## src/tir_pkg.sv

```systemverilog
// Constants and carrier types for the timer interrupt router
package tir_pkg;

  localparam int             TIR_ADDR_W       = 12;
  localparam int             TIR_DATA_W       = 8;
  localparam int             TIR_NUM_TIMERS   = 3;
  localparam int             TIR_NUM_LINES    = 8;
  localparam int             TIR_NUM_SHARED   = 4;
  localparam int             TIR_SEL_W        = 3;

  // Register offsets, as printed
  localparam logic [11:0]    TIR_OFS_CONTROL  = 12'hCA3;
  localparam logic [11:0]    TIR_OFS_STATUS   = 12'hCA4;

  // Control register field positions
  localparam int             TIR_EN_BIT       = 7;
  localparam int             TIR_SEL_HI       = 6;
  localparam int             TIR_SEL_LO       = 4;
  localparam int             TIR_MASK_HI      = 2;
  localparam int             TIR_MASK_LO      = 0;

  // Reset values
  localparam logic           TIR_EN_RST       = 1'h0;
  localparam logic [2:0]     TIR_SEL_RST      = 3'h0;
  localparam logic [2:0]     TIR_MASK_RST     = 3'h0;
  localparam logic [2:0]     TIR_STAT_RST     = 3'h0;
  localparam logic [7:0]     TIR_RD_IDLE      = 8'h00;
  localparam logic [7:0]     TIR_LINES_RST    = 8'h00;

  // Host line select codes; index of the one-hot line output
  typedef enum logic [2:0] {
    TIR_LINE_IRQ3  = 3'h0,
    TIR_LINE_IRQ4  = 3'h1,
    TIR_LINE_IRQ5  = 3'h2,
    TIR_LINE_IRQ10 = 3'h3,
    TIR_LINE_IRQ6  = 3'h4,
    TIR_LINE_IRQ7  = 3'h5,
    TIR_LINE_IRQ9  = 3'h6,
    TIR_LINE_IRQ11 = 3'h7
  } tir_line_t;

  // Software-visible control fields
  typedef struct packed {
    logic      global_request_enable;
    tir_line_t host_line_select;
    logic [2:0] timer_mask;
  } tir_ctrl_t;

  // Register bus request
  typedef struct packed {
    logic [11:0] addr;
    logic [7:0]  wdata;
    logic        wr;
    logic        rd;
  } tir_bus_req_t;

endpackage

```

## src/tir_router.sv

```systemverilog
// Timer interrupt router: edge capture, status, masking, host line routing
//
// Behaviour
// - Control bit 7 is the global enable; zero blocks every timer request.
// - Three-bit select routes request to IRQ3,4,5,10,6,7,9,11; reset selects IRQ3.
// - With the global enable zero, select is ignored and no line gets a timer request.
// - Control bits 2..0 enable timers five, four, three; one enables.
// - Rising edge on timer five, four, three output sets status bit 2, 1, 0.
// - Writing one clears a status bit; reading returns the captured value.
// - Status bits capture and read back whatever the mask setting.
// - Only low-to-high changes set status; a steady high never re-sets it.
// - Lines IRQ3, IRQ4, IRQ5, IRQ10 carry timer request OR expansion request.
// - Control bit 3 and status bits 7..3 are reserved and hold nothing.
// - A set status bit stays set until software clears it.
`timescale 1ns/10ps
`default_nettype none

module tir_router
  import tir_pkg::*;
(
  input  wire logic                      clk,
  input  wire logic                      rst,
  input  wire logic [TIR_ADDR_W-1:0]     bus_addr,
  input  wire logic [TIR_DATA_W-1:0]     bus_wdata,
  input  wire logic                      bus_wr,
  input  wire logic                      bus_rd,
  output var  logic [TIR_DATA_W-1:0]     bus_rdata,
  input  wire logic [TIR_NUM_TIMERS-1:0] timer_out,
  input  wire logic [TIR_NUM_SHARED-1:0] exp_irq,
  output var  logic [TIR_NUM_LINES-1:0]  host_irq,
  output var  logic                      timer_irq
);

  // Address match shared by the read and write decode
  function automatic logic tir_hit(input logic [TIR_ADDR_W-1:0] a,
                                   input logic [TIR_ADDR_W-1:0] ofs);
    tir_hit = (a == ofs);
  endfunction

  tir_bus_req_t                 req;
  tir_ctrl_t                    ctrl_r;
  tir_ctrl_t                    ctrl_nxt;
  logic [TIR_NUM_TIMERS-1:0]    stat_r;
  logic [TIR_NUM_TIMERS-1:0]    stat_nxt;
  logic [TIR_NUM_TIMERS-1:0]    tmr_s1_r;
  logic [TIR_NUM_TIMERS-1:0]    tmr_s2_r;
  logic [TIR_NUM_TIMERS-1:0]    tmr_s3_r;
  logic [TIR_NUM_TIMERS-1:0]    tmr_rise;
  logic [TIR_NUM_SHARED-1:0]    exp_s1_r;
  logic [TIR_NUM_SHARED-1:0]    exp_s2_r;
  logic [TIR_DATA_W-1:0]        rdata_r;
  logic [TIR_DATA_W-1:0]        rdata_nxt;
  logic [TIR_NUM_LINES-1:0]     lines_r;
  logic [TIR_NUM_LINES-1:0]     lines_nxt;
  logic [TIR_NUM_LINES-1:0]     line_onehot;
  wire logic [TIR_NUM_LINES-1:0] line_hit;
  logic                         req_r;
  logic                         req_nxt;
  wire logic                    wr_ctrl;
  wire logic                    wr_stat;
  wire logic                    rd_ctrl;
  wire logic                    rd_stat;
  wire logic [TIR_NUM_TIMERS-1:0] clr_bits;
  wire logic [TIR_DATA_W-1:0]   ctrl_view;
  wire logic [TIR_DATA_W-1:0]   stat_view;

  assign req = '{addr: bus_addr, wdata: bus_wdata, wr: bus_wr, rd: bus_rd};

  // Register decode
  assign wr_ctrl = req.wr && tir_hit(req.addr, TIR_OFS_CONTROL);
  assign wr_stat = req.wr && tir_hit(req.addr, TIR_OFS_STATUS);
  assign rd_ctrl = req.rd && tir_hit(req.addr, TIR_OFS_CONTROL);
  assign rd_stat = req.rd && tir_hit(req.addr, TIR_OFS_STATUS);

  // Reserved control bit and upper status bits read as zero, store nothing
  assign ctrl_view = {ctrl_r.global_request_enable,
                      ctrl_r.host_line_select,
                      1'h0,
                      ctrl_r.timer_mask};
  assign stat_view = {{(TIR_DATA_W-TIR_NUM_TIMERS){1'h0}}, stat_r};

  // Only the three status positions matter; upper written bits are dropped
  assign clr_bits = wr_stat ? req.wdata[TIR_MASK_HI:TIR_MASK_LO]
                            : TIR_STAT_RST;

  // Timer outputs come from another logic region: two-flop synchronise,
  // third flop only for the edge detector so the first stage stays clean
  always_ff @(posedge clk) begin
    if (rst) begin
      tmr_s1_r <= '0;
      tmr_s2_r <= '0;
      tmr_s3_r <= '0;
    end else begin
      tmr_s1_r <= timer_out;
      tmr_s2_r <= tmr_s1_r;
      tmr_s3_r <= tmr_s2_r;
    end
  end

  // Expansion requests are levels; two flops are enough, no edge needed
  always_ff @(posedge clk) begin
    if (rst) begin
      exp_s1_r <= '0;
      exp_s2_r <= '0;
    end else begin
      exp_s1_r <= exp_irq;
      exp_s2_r <= exp_s1_r;
    end
  end

  // Per-timer edge capture and sticky status
  genvar g;
  generate
    for (g = 0; g < TIR_NUM_TIMERS; g++) begin : g_tmr
      assign tmr_rise[g] = tmr_s2_r[g] && !tmr_s3_r[g];
      // Set wins over a simultaneous clear so no edge is lost
      assign stat_nxt[g] = tmr_rise[g] ||
                           (stat_r[g] && !clr_bits[g]);
    end
  endgenerate

  // Control register next value
  always_comb begin
    ctrl_nxt = ctrl_r;
    if (wr_ctrl) begin
      ctrl_nxt.global_request_enable = req.wdata[TIR_EN_BIT];
      ctrl_nxt.host_line_select =
        tir_line_t'(req.wdata[TIR_SEL_HI:TIR_SEL_LO]);
      ctrl_nxt.timer_mask = req.wdata[TIR_MASK_HI:TIR_MASK_LO];
    end
  end

  // Combined request uses the next state so the line follows in one cycle
  assign req_nxt = ctrl_nxt.global_request_enable &&
                   |(stat_nxt & ctrl_nxt.timer_mask);

  // One-hot routing; enable off means no line at all
  generate
    for (g = 0; g < TIR_NUM_LINES; g++) begin : g_line
      assign line_hit[g]    = (ctrl_nxt.host_line_select ==
                               tir_line_t'(g));
      assign line_onehot[g] = req_nxt && line_hit[g];
    end
  endgenerate

  // Shared lines merge with the expansion request
  assign lines_nxt = line_onehot |
                     {{(TIR_NUM_LINES-TIR_NUM_SHARED){1'b0}}, exp_s2_r};

  // Read data stands only in the cycle after the strobe
  assign rdata_nxt = rd_ctrl ? ctrl_view :
                     rd_stat ? stat_view : TIR_RD_IDLE;

  // Control register
  always_ff @(posedge clk) begin
    if (rst) begin
      ctrl_r <= '{global_request_enable: TIR_EN_RST,
                  host_line_select:      TIR_LINE_IRQ3,
                  timer_mask:            TIR_MASK_RST};
    end else begin
      ctrl_r <= ctrl_nxt;
    end
  end

  // Sticky status bits
  always_ff @(posedge clk) begin
    if (rst) begin
      stat_r <= TIR_STAT_RST;
    end else begin
      stat_r <= stat_nxt;
    end
  end

  // Read data register; idles at zero between reads
  always_ff @(posedge clk) begin
    if (rst) begin
      rdata_r <= TIR_RD_IDLE;
    end else begin
      rdata_r <= rdata_nxt;
    end
  end

  // Host lines and combined request, registered so the pins never glitch
  always_ff @(posedge clk) begin
    if (rst) begin
      lines_r <= TIR_LINES_RST;
      req_r   <= 1'h0;
    end else begin
      lines_r <= lines_nxt;
      req_r   <= req_nxt;
    end
  end

  assign bus_rdata = rdata_r;
  assign host_irq  = lines_r;
  assign timer_irq = req_r;

endmodule

`default_nettype wire
```

## config.mk

```make
export PLATFORM = sky130hd
export DESIGN_NAME = tir_router
export DESIGN_NICKNAME = d
export VERILOG_FILES = /design/src/tir_pkg.sv /design/src/tir_router.sv
export SDC_FILE = /design/constraint.sdc
export NUM_CORES = 1
export LEC_CHECK = 0
export ABC_AREA = 1
export BUFFER_PORTS_ARGS = -buffer_cell sky130_fd_sc_hd__buf_2
export CAP_MARGIN = 30
export CORE_ASPECT_RATIO = 1.75
export CORE_MARGIN = 4
export CORE_UTILIZATION = 45
export DETAILED_ROUTE_END_ITERATION = 16
export HOLD_SLACK_MARGIN = 0.06
export PLACE_DENSITY = 0.69
export SETUP_SLACK_MARGIN = 0.1
export SLEW_MARGIN = 20
export SYNTH_ARGS = -nofsm -noshare
export SYNTH_HDL_FRONTEND = slang
export SYNTH_SLANG_ARGS = --single-unit
```

## constraint.sdc

```tcl
create_clock -name clk -period 1.5 [get_ports clk]
set_input_delay 0.225 -clock clk [delete_from_list [all_inputs] [get_ports clk]]
set_output_delay 0.225 -clock clk [all_outputs]
set_load 0.02 [all_outputs]
```

==> flow_summary.toml, run 1 <==
[final_layout]
fillCellCount = 345
multi_input_comb_area_um2 = 592
final_core_util_pct = 62.0
diodes = 0
layout-drive-gt1-share_pct = 30.6
num-nets-final = 302
area_growth_pct = 33.0
mostFrequentLayoutCell = "sky130_fd_sc_hd__buf_2"
sequential_cell_area_um2 = 861
layout.cells.most_common_list = "sky130_fd_sc_hd__buf_2 (45), sky130_fd_sc_hd__dfxtp_1 (43), sky130_fd_sc_hd__nand2_1 (41), sky130_fd_sc_hd__inv_1 (40), sky130_fd_sc_hd__nor2_1 (38)"

[sta]
timing_hold_violations_final = 0
worst_hold_slack_ps = 129
grt_setup_unrepaired = "false"
finalWorstSetupSlack_ps = 218
final_min_period_over_clock_period_pct = 85.5
setup_violations = 0
timing.final.crit_period_ps = 1280
worst_setup_skew_after_layout_ps = 1.65
maxSlewViolCount = 0
clock.fmax_ghz = 0.780

[cts]
cts_htree_levels = 2
cts_buffers = 5
tritoncts = "yes"
cts.sinks = 43
cts.root.buffer_cell = "sky130_fd_sc_hd__clkbuf_8"
cts_max_path_buffers = 2
path_clk_slew_ps = 70
clk_latency_ps = 290

[critical_path]
worst-r2r-setup-slack_ps = 270
crit-reg2reg-capture = "host_irq[5]$_SDFF_PP0_"
crit_path_end_kind = "flip-flop"
setup.worst_path.class = "primary input to flip-flop"
crit_fanout = 7
r2r-start = "tmr_s2_r[1]$_SDFF_PP0_"
worstSetupStartpointType = "primary input"
critPathLaunch = "bus_addr[4]"
critPathRequiredTime_ps = 1720
reg2reg_depth = 7
cp_data_arrival_time_ps = 1500

[die]
core.rowCount = 28
initial_core_util_pct = 46.6
pin_count = 48
chipHeight_um = 86.5
core-area_um2 = 3400
die_area_um2 = 4570
die_width_um = 52.9

[grt]
grt_antenna_before_repair = 0
groute.usage.overall_pct = 15.5
largest_net_degree_at_the_start_of_global_routing = 18
grt_first_pass_wirelength_mm = 5.26
first_global_vias = 1398
gr-total-overflow = 0

[status]
outcome = "complete, no violations"

[detailed_routing]
route.vias.total = 1407
via_per_inst = 4.45
postRouteAntennaNets = 0
drt_pre_antenna_iters = 4
initialDrtViolationCount = 25
detail_route.wl_per_cell_um = 10.0
route.final.wire_length_mm = 3.17
remaining_drc_errors = 0

[yosys]
netlist_instances = 207
syn_nets = 238
yosysWarnings = 0
ys_seq_elements = 43
ys_seq_area_share_pct = 54.3
post_synth_num_cell_types = 21
synthesis.area_um2 = 1580
avgSynthCellArea_um2 = 7.65

[min_path]
hold_start = "exp_irq[1]"
worst_hold_path.endpoint = "exp_s1_r[1]$_SDFF_PP0_"
hold_path_class = "primary input to flip-flop"
hold_path_depth = 3

[placement]
dp_slack_ps = -166
finalWeightedCongestion = 0.738
portBuffers = 45
dp_hpwl_mm = 2.37

[pwr]
power_per_cell_area_nw_per_um2 = 1020
p_leak_nw = 1.07
peakVddDrop_uv = 885
p_total_w = 0.00216

[job]
max_cap_violations = 0
worst max-delay path by stage:
stage,to,cells after the start,slack [ps]
4_1_cts,host_irq[5]$_SDFF_PP0_,12,140
3_5_place_dp,host_irq[5]$_SDFF_PP0_,8,-170
2_1_floorplan,host_irq[0]$_SDFF_PP0_,11,120
5_1_grt,host_irq[2]$_SDFF_PP0_,13,90
6_report,host_irq[5]$_SDFF_PP0_,8,220
3_3_place_gp,host_irq[5]$_SDFF_PP0_,12,-140
metrics by stage:
step                cell area [µm²]  instances  TNS (ps)
floorplan                      1580        207         0
global placement               1940        306     -1000
detailed placement             1940        306     -1180
CTS                            2040        313         0
global route                   2110        316         0
finish                         2110        316         0
power breakdown:
part	leakage [nW]	total, W	internal (W)	switching (W)
combinational	0.664	0.000135	0.0000609	0.0000737
clock	0.0513	0.000846	0.000488	0.000358
sequential	0.350	0.00118	0.00117	0.00000773
worst max-delay path, cell delays in order:
cell and delay [ps]:
sky130_fd_sc_hd__buf_2 100, sky130_fd_sc_hd__nor2_2 110, sky130_fd_sc_hd__nand2_2 80, sky130_fd_sc_hd__nor2_4 150, sky130_fd_sc_hd__nand3_4 130, sky130_fd_sc_hd__a211oi_4 390, sky130_fd_sc_hd__nand3_2 170, sky130_fd_sc_hd__nor2_1 140
repair_timing:
action / in CTS / in global routing
resized for setup: 0 / 8
endpoints found under the hold margin: 0 / 0
hold buffers: 0 / 0
buffers inserted: 0 / 2
endpoints found under the setup margin: 0 / 9
synthesized netlist by cell type:
cell                        n  area, µm²
sky130_fd_sc_hd__o21ai_0    4       20.0
sky130_fd_sc_hd__nand2_1   43        161
sky130_fd_sc_hd__or2_2      3       18.8
sky130_fd_sc_hd__nand3_1    8       40.0
sky130_fd_sc_hd__o21ai_1    2       10.0
sky130_fd_sc_hd__dfxtp_1   43        861
sky130_fd_sc_hd__buf_4      1       7.51
sky130_fd_sc_hd__nand3_2    3       30.0
sky130_fd_sc_hd__buf_6      1       11.3
sky130_fd_sc_hd__a211oi_4   1       20.0
sky130_fd_sc_hd__nor3_1     1       5.00
sky130_fd_sc_hd__nor2_2     1       6.26
sky130_fd_sc_hd__nor3_2     1       10.0
sky130_fd_sc_hd__nor2_4     1       11.3
sky130_fd_sc_hd__inv_1     40        150
sky130_fd_sc_hd__a21oi_1    5       25.0
sky130_fd_sc_hd__nand2_2    1       6.26
sky130_fd_sc_hd__nor2_1    40        150
sky130_fd_sc_hd__conb_1     1       3.75
sky130_fd_sc_hd__nand4_1    4       25.0
sky130_fd_sc_hd__clkbuf_1   3       11.3
layer usage:
| metal | vias to the layer above | share of wire [%] | track usage [%] |
|---|---|---|---|
| li1 | 738 | - | - |
| met1 | 627 | 37 | 14.3 |
| met2 | 34 | 55 | 29.1 |
| met3 | 8 | 5.0 | 5.16 |
| met4 | 0 | 2.8 | 6.98 |
| met5 | - | 0 | 0 |
layout make-up:
type                       instances  area share (%)
clock inverter                     1            1.43
inverter                          40            7.13
sequential                        43            40.9
timing repair buffer              61            16.4
tap                               45            2.67
clock buffer                       6            3.44
multi-input combinational        120            28.1
registers in the layout, indices dropped and copies added, names as in the netlist:
name	count
bus_rdata	7
ctrl_r	7
exp_s1_r	4
exp_s2_r	4
host_irq	8
stat_r	3
timer_irq	1
tmr_s1_r	3
tmr_s2_r	3
tmr_s3_r	3
logic make-up after synthesis:
| logic type | synth area share (%) |
|---|---|
| AO/OA/AOI/OAI | 4.74 |
| buffers and inverters | 11.4 |
| flip-flops | 54.3 |
| other | 0.237 |
| AND/OR/NAND/NOR | 29.3 |
Power figures use the tool's default switching activity.
==> run 2: changes to the inputs <==
--- a/config.mk
+++ b/config.mk
@@ -10,10 +10,10 @@
 export CAP_MARGIN = 30
 export CORE_ASPECT_RATIO = 1.75
 export CORE_MARGIN = 4
-export CORE_UTILIZATION = 45
+export CORE_UTILIZATION = 30
 export DETAILED_ROUTE_END_ITERATION = 16
 export HOLD_SLACK_MARGIN = 0.06
-export PLACE_DENSITY = 0.69
+export PLACE_DENSITY = 0.49
 export SETUP_SLACK_MARGIN = 0.1
 export SLEW_MARGIN = 20
 export SYNTH_ARGS = -nofsm -noshare
==> constraint.sdc (replaced) <==
create_clock -name clk -period 1.25 [get_ports clk]
set_input_delay 0.1875 -clock clk [delete_from_list [all_inputs] [get_ports clk]]
set_output_delay 0.1875 -clock clk [all_outputs]
set_load 0.02 [all_outputs]
==> run 2 against run 1 <==
Utilization decreased by 15 points. Worst hold slack lost 35 ps. Clock power increased by 26%. Power increased by 23%. Wire length is 6.5% higher. Count of clock-buffer cells in the layout decreased by 1. Largest power group unchanged. Highest routed layer unchanged.
==> flow_summary.toml, run 2 (synthesis results as in run 1) <==
[final_layout]
layout-drive-gt1-share_pct = 43.8
largest_reg_flops = 8
num-nets-final = 311
fillCellCount = 513
area_growth_pct = 49.7
layout.cells.most_common_list = "sky130_fd_sc_hd__dfxtp_1 (43), sky130_fd_sc_hd__buf_2 (41), sky130_fd_sc_hd__inv_1 (35), sky130_fd_sc_hd__nor2_1 (29), sky130_fd_sc_hd__nand2_1 (28)"
diodes = 0
layout.cells.non_filler = 335
postLayoutCellArea_um2 = 2370
final_core_util_pct = 46.8
mostFrequentLayoutCell = "sky130_fd_sc_hd__dfxtp_1"

[pwr]
peakVddDrop_uv = 732
p_leak_nw = 1.15
power_per_cell_area_nw_per_um2 = 1120

[critical_path]
setup.worst_path.class = "primary input to flip-flop"
critical-path-slowest-cell = "sky130_fd_sc_hd__buf_12"
sequence_of_cells_on_the_critical_path = "buf_6 -> nor2_4 -> nand2_2 -> nor2_4 -> nand3_4 -> buf_12 -> nor2_4 -> nor2_4 -> nand2_2 -> nand3_4 -> buf_4 -> nand2_1 -> inv_1"
crit_fanout = 6
timing.critical_path.mode_cell = "sky130_fd_sc_hd__nor2_4"
worstSetupStartpointType = "primary input"
crit_path_end_kind = "flip-flop"
cp_data_arrival_time_ps = 1430
cp.buffers_inverters = 4
critical-path-top-delay-family = "simple AND/OR/NAND/NOR gates"
critPathRequiredTime_ps = 1450
slowest_stage_delay_on_critical_path_ps = 170

[detailed_routing]
detail_route.wl_per_cell_um = 10.1
route.vias.total = 1404
remaining_drc_errors = 0
via_per_inst = 4.19
drt_pre_antenna_iters = 3
postRouteAntennaNets = 0
initialDrtViolationCount = 19
route.final.wire_length_mm = 3.38

[placement]
dp_hpwl_mm = 2.42
placement.cell_area_um2 = 2020
finalWeightedCongestion = 0.763
placed_cells = 320
portBuffers = 45

[cts]
clk_latency_ps = 290
cts_max_path_buffers = 2
cts_htree_levels = 2
tritoncts = "yes"
path_clk_slew_ps = 90
cts.root.buffer_cell = "sky130_fd_sc_hd__clkbuf_8"
cts_buffers = 5
cts_hold_buf = 0
cts.sinks = 43

[sta]
worst_setup_skew_after_layout_ps = 7.94
final_min_period_over_clock_period_pct = 98.2
worst_hold_slack_ps = 94.8
timing.final.crit_period_ps = 1230
setup_violations = 0
grt_setup_unrepaired = "true"
timing_hold_violations_final = 0
clock.fmax_ghz = 0.815
maxSlewViolCount = 0

[grt]
groute.usage.overall_pct = 10.8
gr-usage-met3_pct = 3.68
busiest_layer = "met2"
first_global_vias = 1288
grtUsageMet2_pct = 18.3
largest_net_degree_at_the_start_of_global_routing = 27
grtUsageMet1_pct = 11.5
grt_antenna_before_repair = 0
grt_first_pass_wirelength_mm = 5.59
gr-total-overflow = 0

[min_path]
hold_path_class = "primary input to flip-flop"

[die]
die_width_um = 62.9
core.rowCount = 34
core-area_um2 = 5060
chipHeight_um = 104
initial_core_util_pct = 31.3
pin_count = 48
die_area_um2 = 6550

[status]
outcome = "complete, no violations"

[job]
max_cap_violations = 0
## run 2: changes by cell type in the layout (fill, tap and decap cells not counted), moves of 5 or more
cell,previous run,this run
sky130_fd_sc_hd__nand2_1,41,28
sky130_fd_sc_hd__nor2_2,3,8
sky130_fd_sc_hd__nor2_1,38,29
sky130_fd_sc_hd__buf_6,0,8
sky130_fd_sc_hd__nand2_2,3,15
sky130_fd_sc_hd__inv_1,40,35
## run 2: worst min-delay path, cell delays in order
cell and delay (ps):
sky130_fd_sc_hd__buf_2 70, sky130_fd_sc_hd__inv_1 30, sky130_fd_sc_hd__nor2_1 60
## run 2: final cells by class
type	count	area [µm²]	share of cell area, %
flip-flops and latches	43	861	36.3
clock inverters	3	43.8	1.85
inverters	40	155	6.54
repair buffers	71	490	20.7
clock buffers	5	68.8	2.90
well taps	54	67.6	2.85
multi-input cells	119	684	28.9
## run 2: worst paths after layout
| path | start | endpoint | slack, ps | cells after the start |
|---|---|---|---|---|
| worst max-delay path | bus_addr[6] | timer_irq$_SDFF_PP0_ | 20 | 13 |
| worst min-delay path | exp_irq[1] | exp_s1_r[1]$_SDFF_PP0_ | 90 | 3 |
| worst max register to register | tmr_s2_r[1]$_SDFF_PP0_ | host_irq[7]$_SDFF_PP0_ | 60 | 7 |
| worst min register to register | exp_s1_r[2]$_SDFF_PP0_ | exp_s2_r[2]$_SDFF_PP0_ | 400 | 2 |
## run 2: power breakdown
part / leakage [nW] / internal [W] / switching, W
clock: 0.0581 / 0.000595 / 0.000476
combinational: 0.744 / 0.0000865 / 0.0000922
sequential: 0.350 / 0.00140 / 0.00000888
total: 1.15 / 0.00208 / 0.000577
## run 2: metrics by stage
stage | power, W | setup slack, ps | setup TNS [ps]
floorplan | 0.00152 | -56.7 | -361
global placement | 0.00160 | -319 | -3030
detailed placement | 0.00160 | -346 | -3320
CTS | 0.00270 | 27.1 | 0
global route | 0.00280 | -74.3 | -441
finish | 0.00266 | 22.4 | 0
## run 2: metal layers
| layer | vias up | part of all wire [%] |
|---|---|---|
| li1 | 754 | - |
| met1 | 616 | 39 |
| met2 | 29 | 53 |
| met3 | 5 | 6.0 |
| met4 | 0 | 2.3 |
| met5 | - | 0 |
## run 2: what timing repair did
action / CTS / global route
pin swaps: 3 / 27
gates resized for setup: 4 / 44
gates cloned: 0 / 1
setup endpoints to repair: 9 / 11
setup buffers: 1 / 6
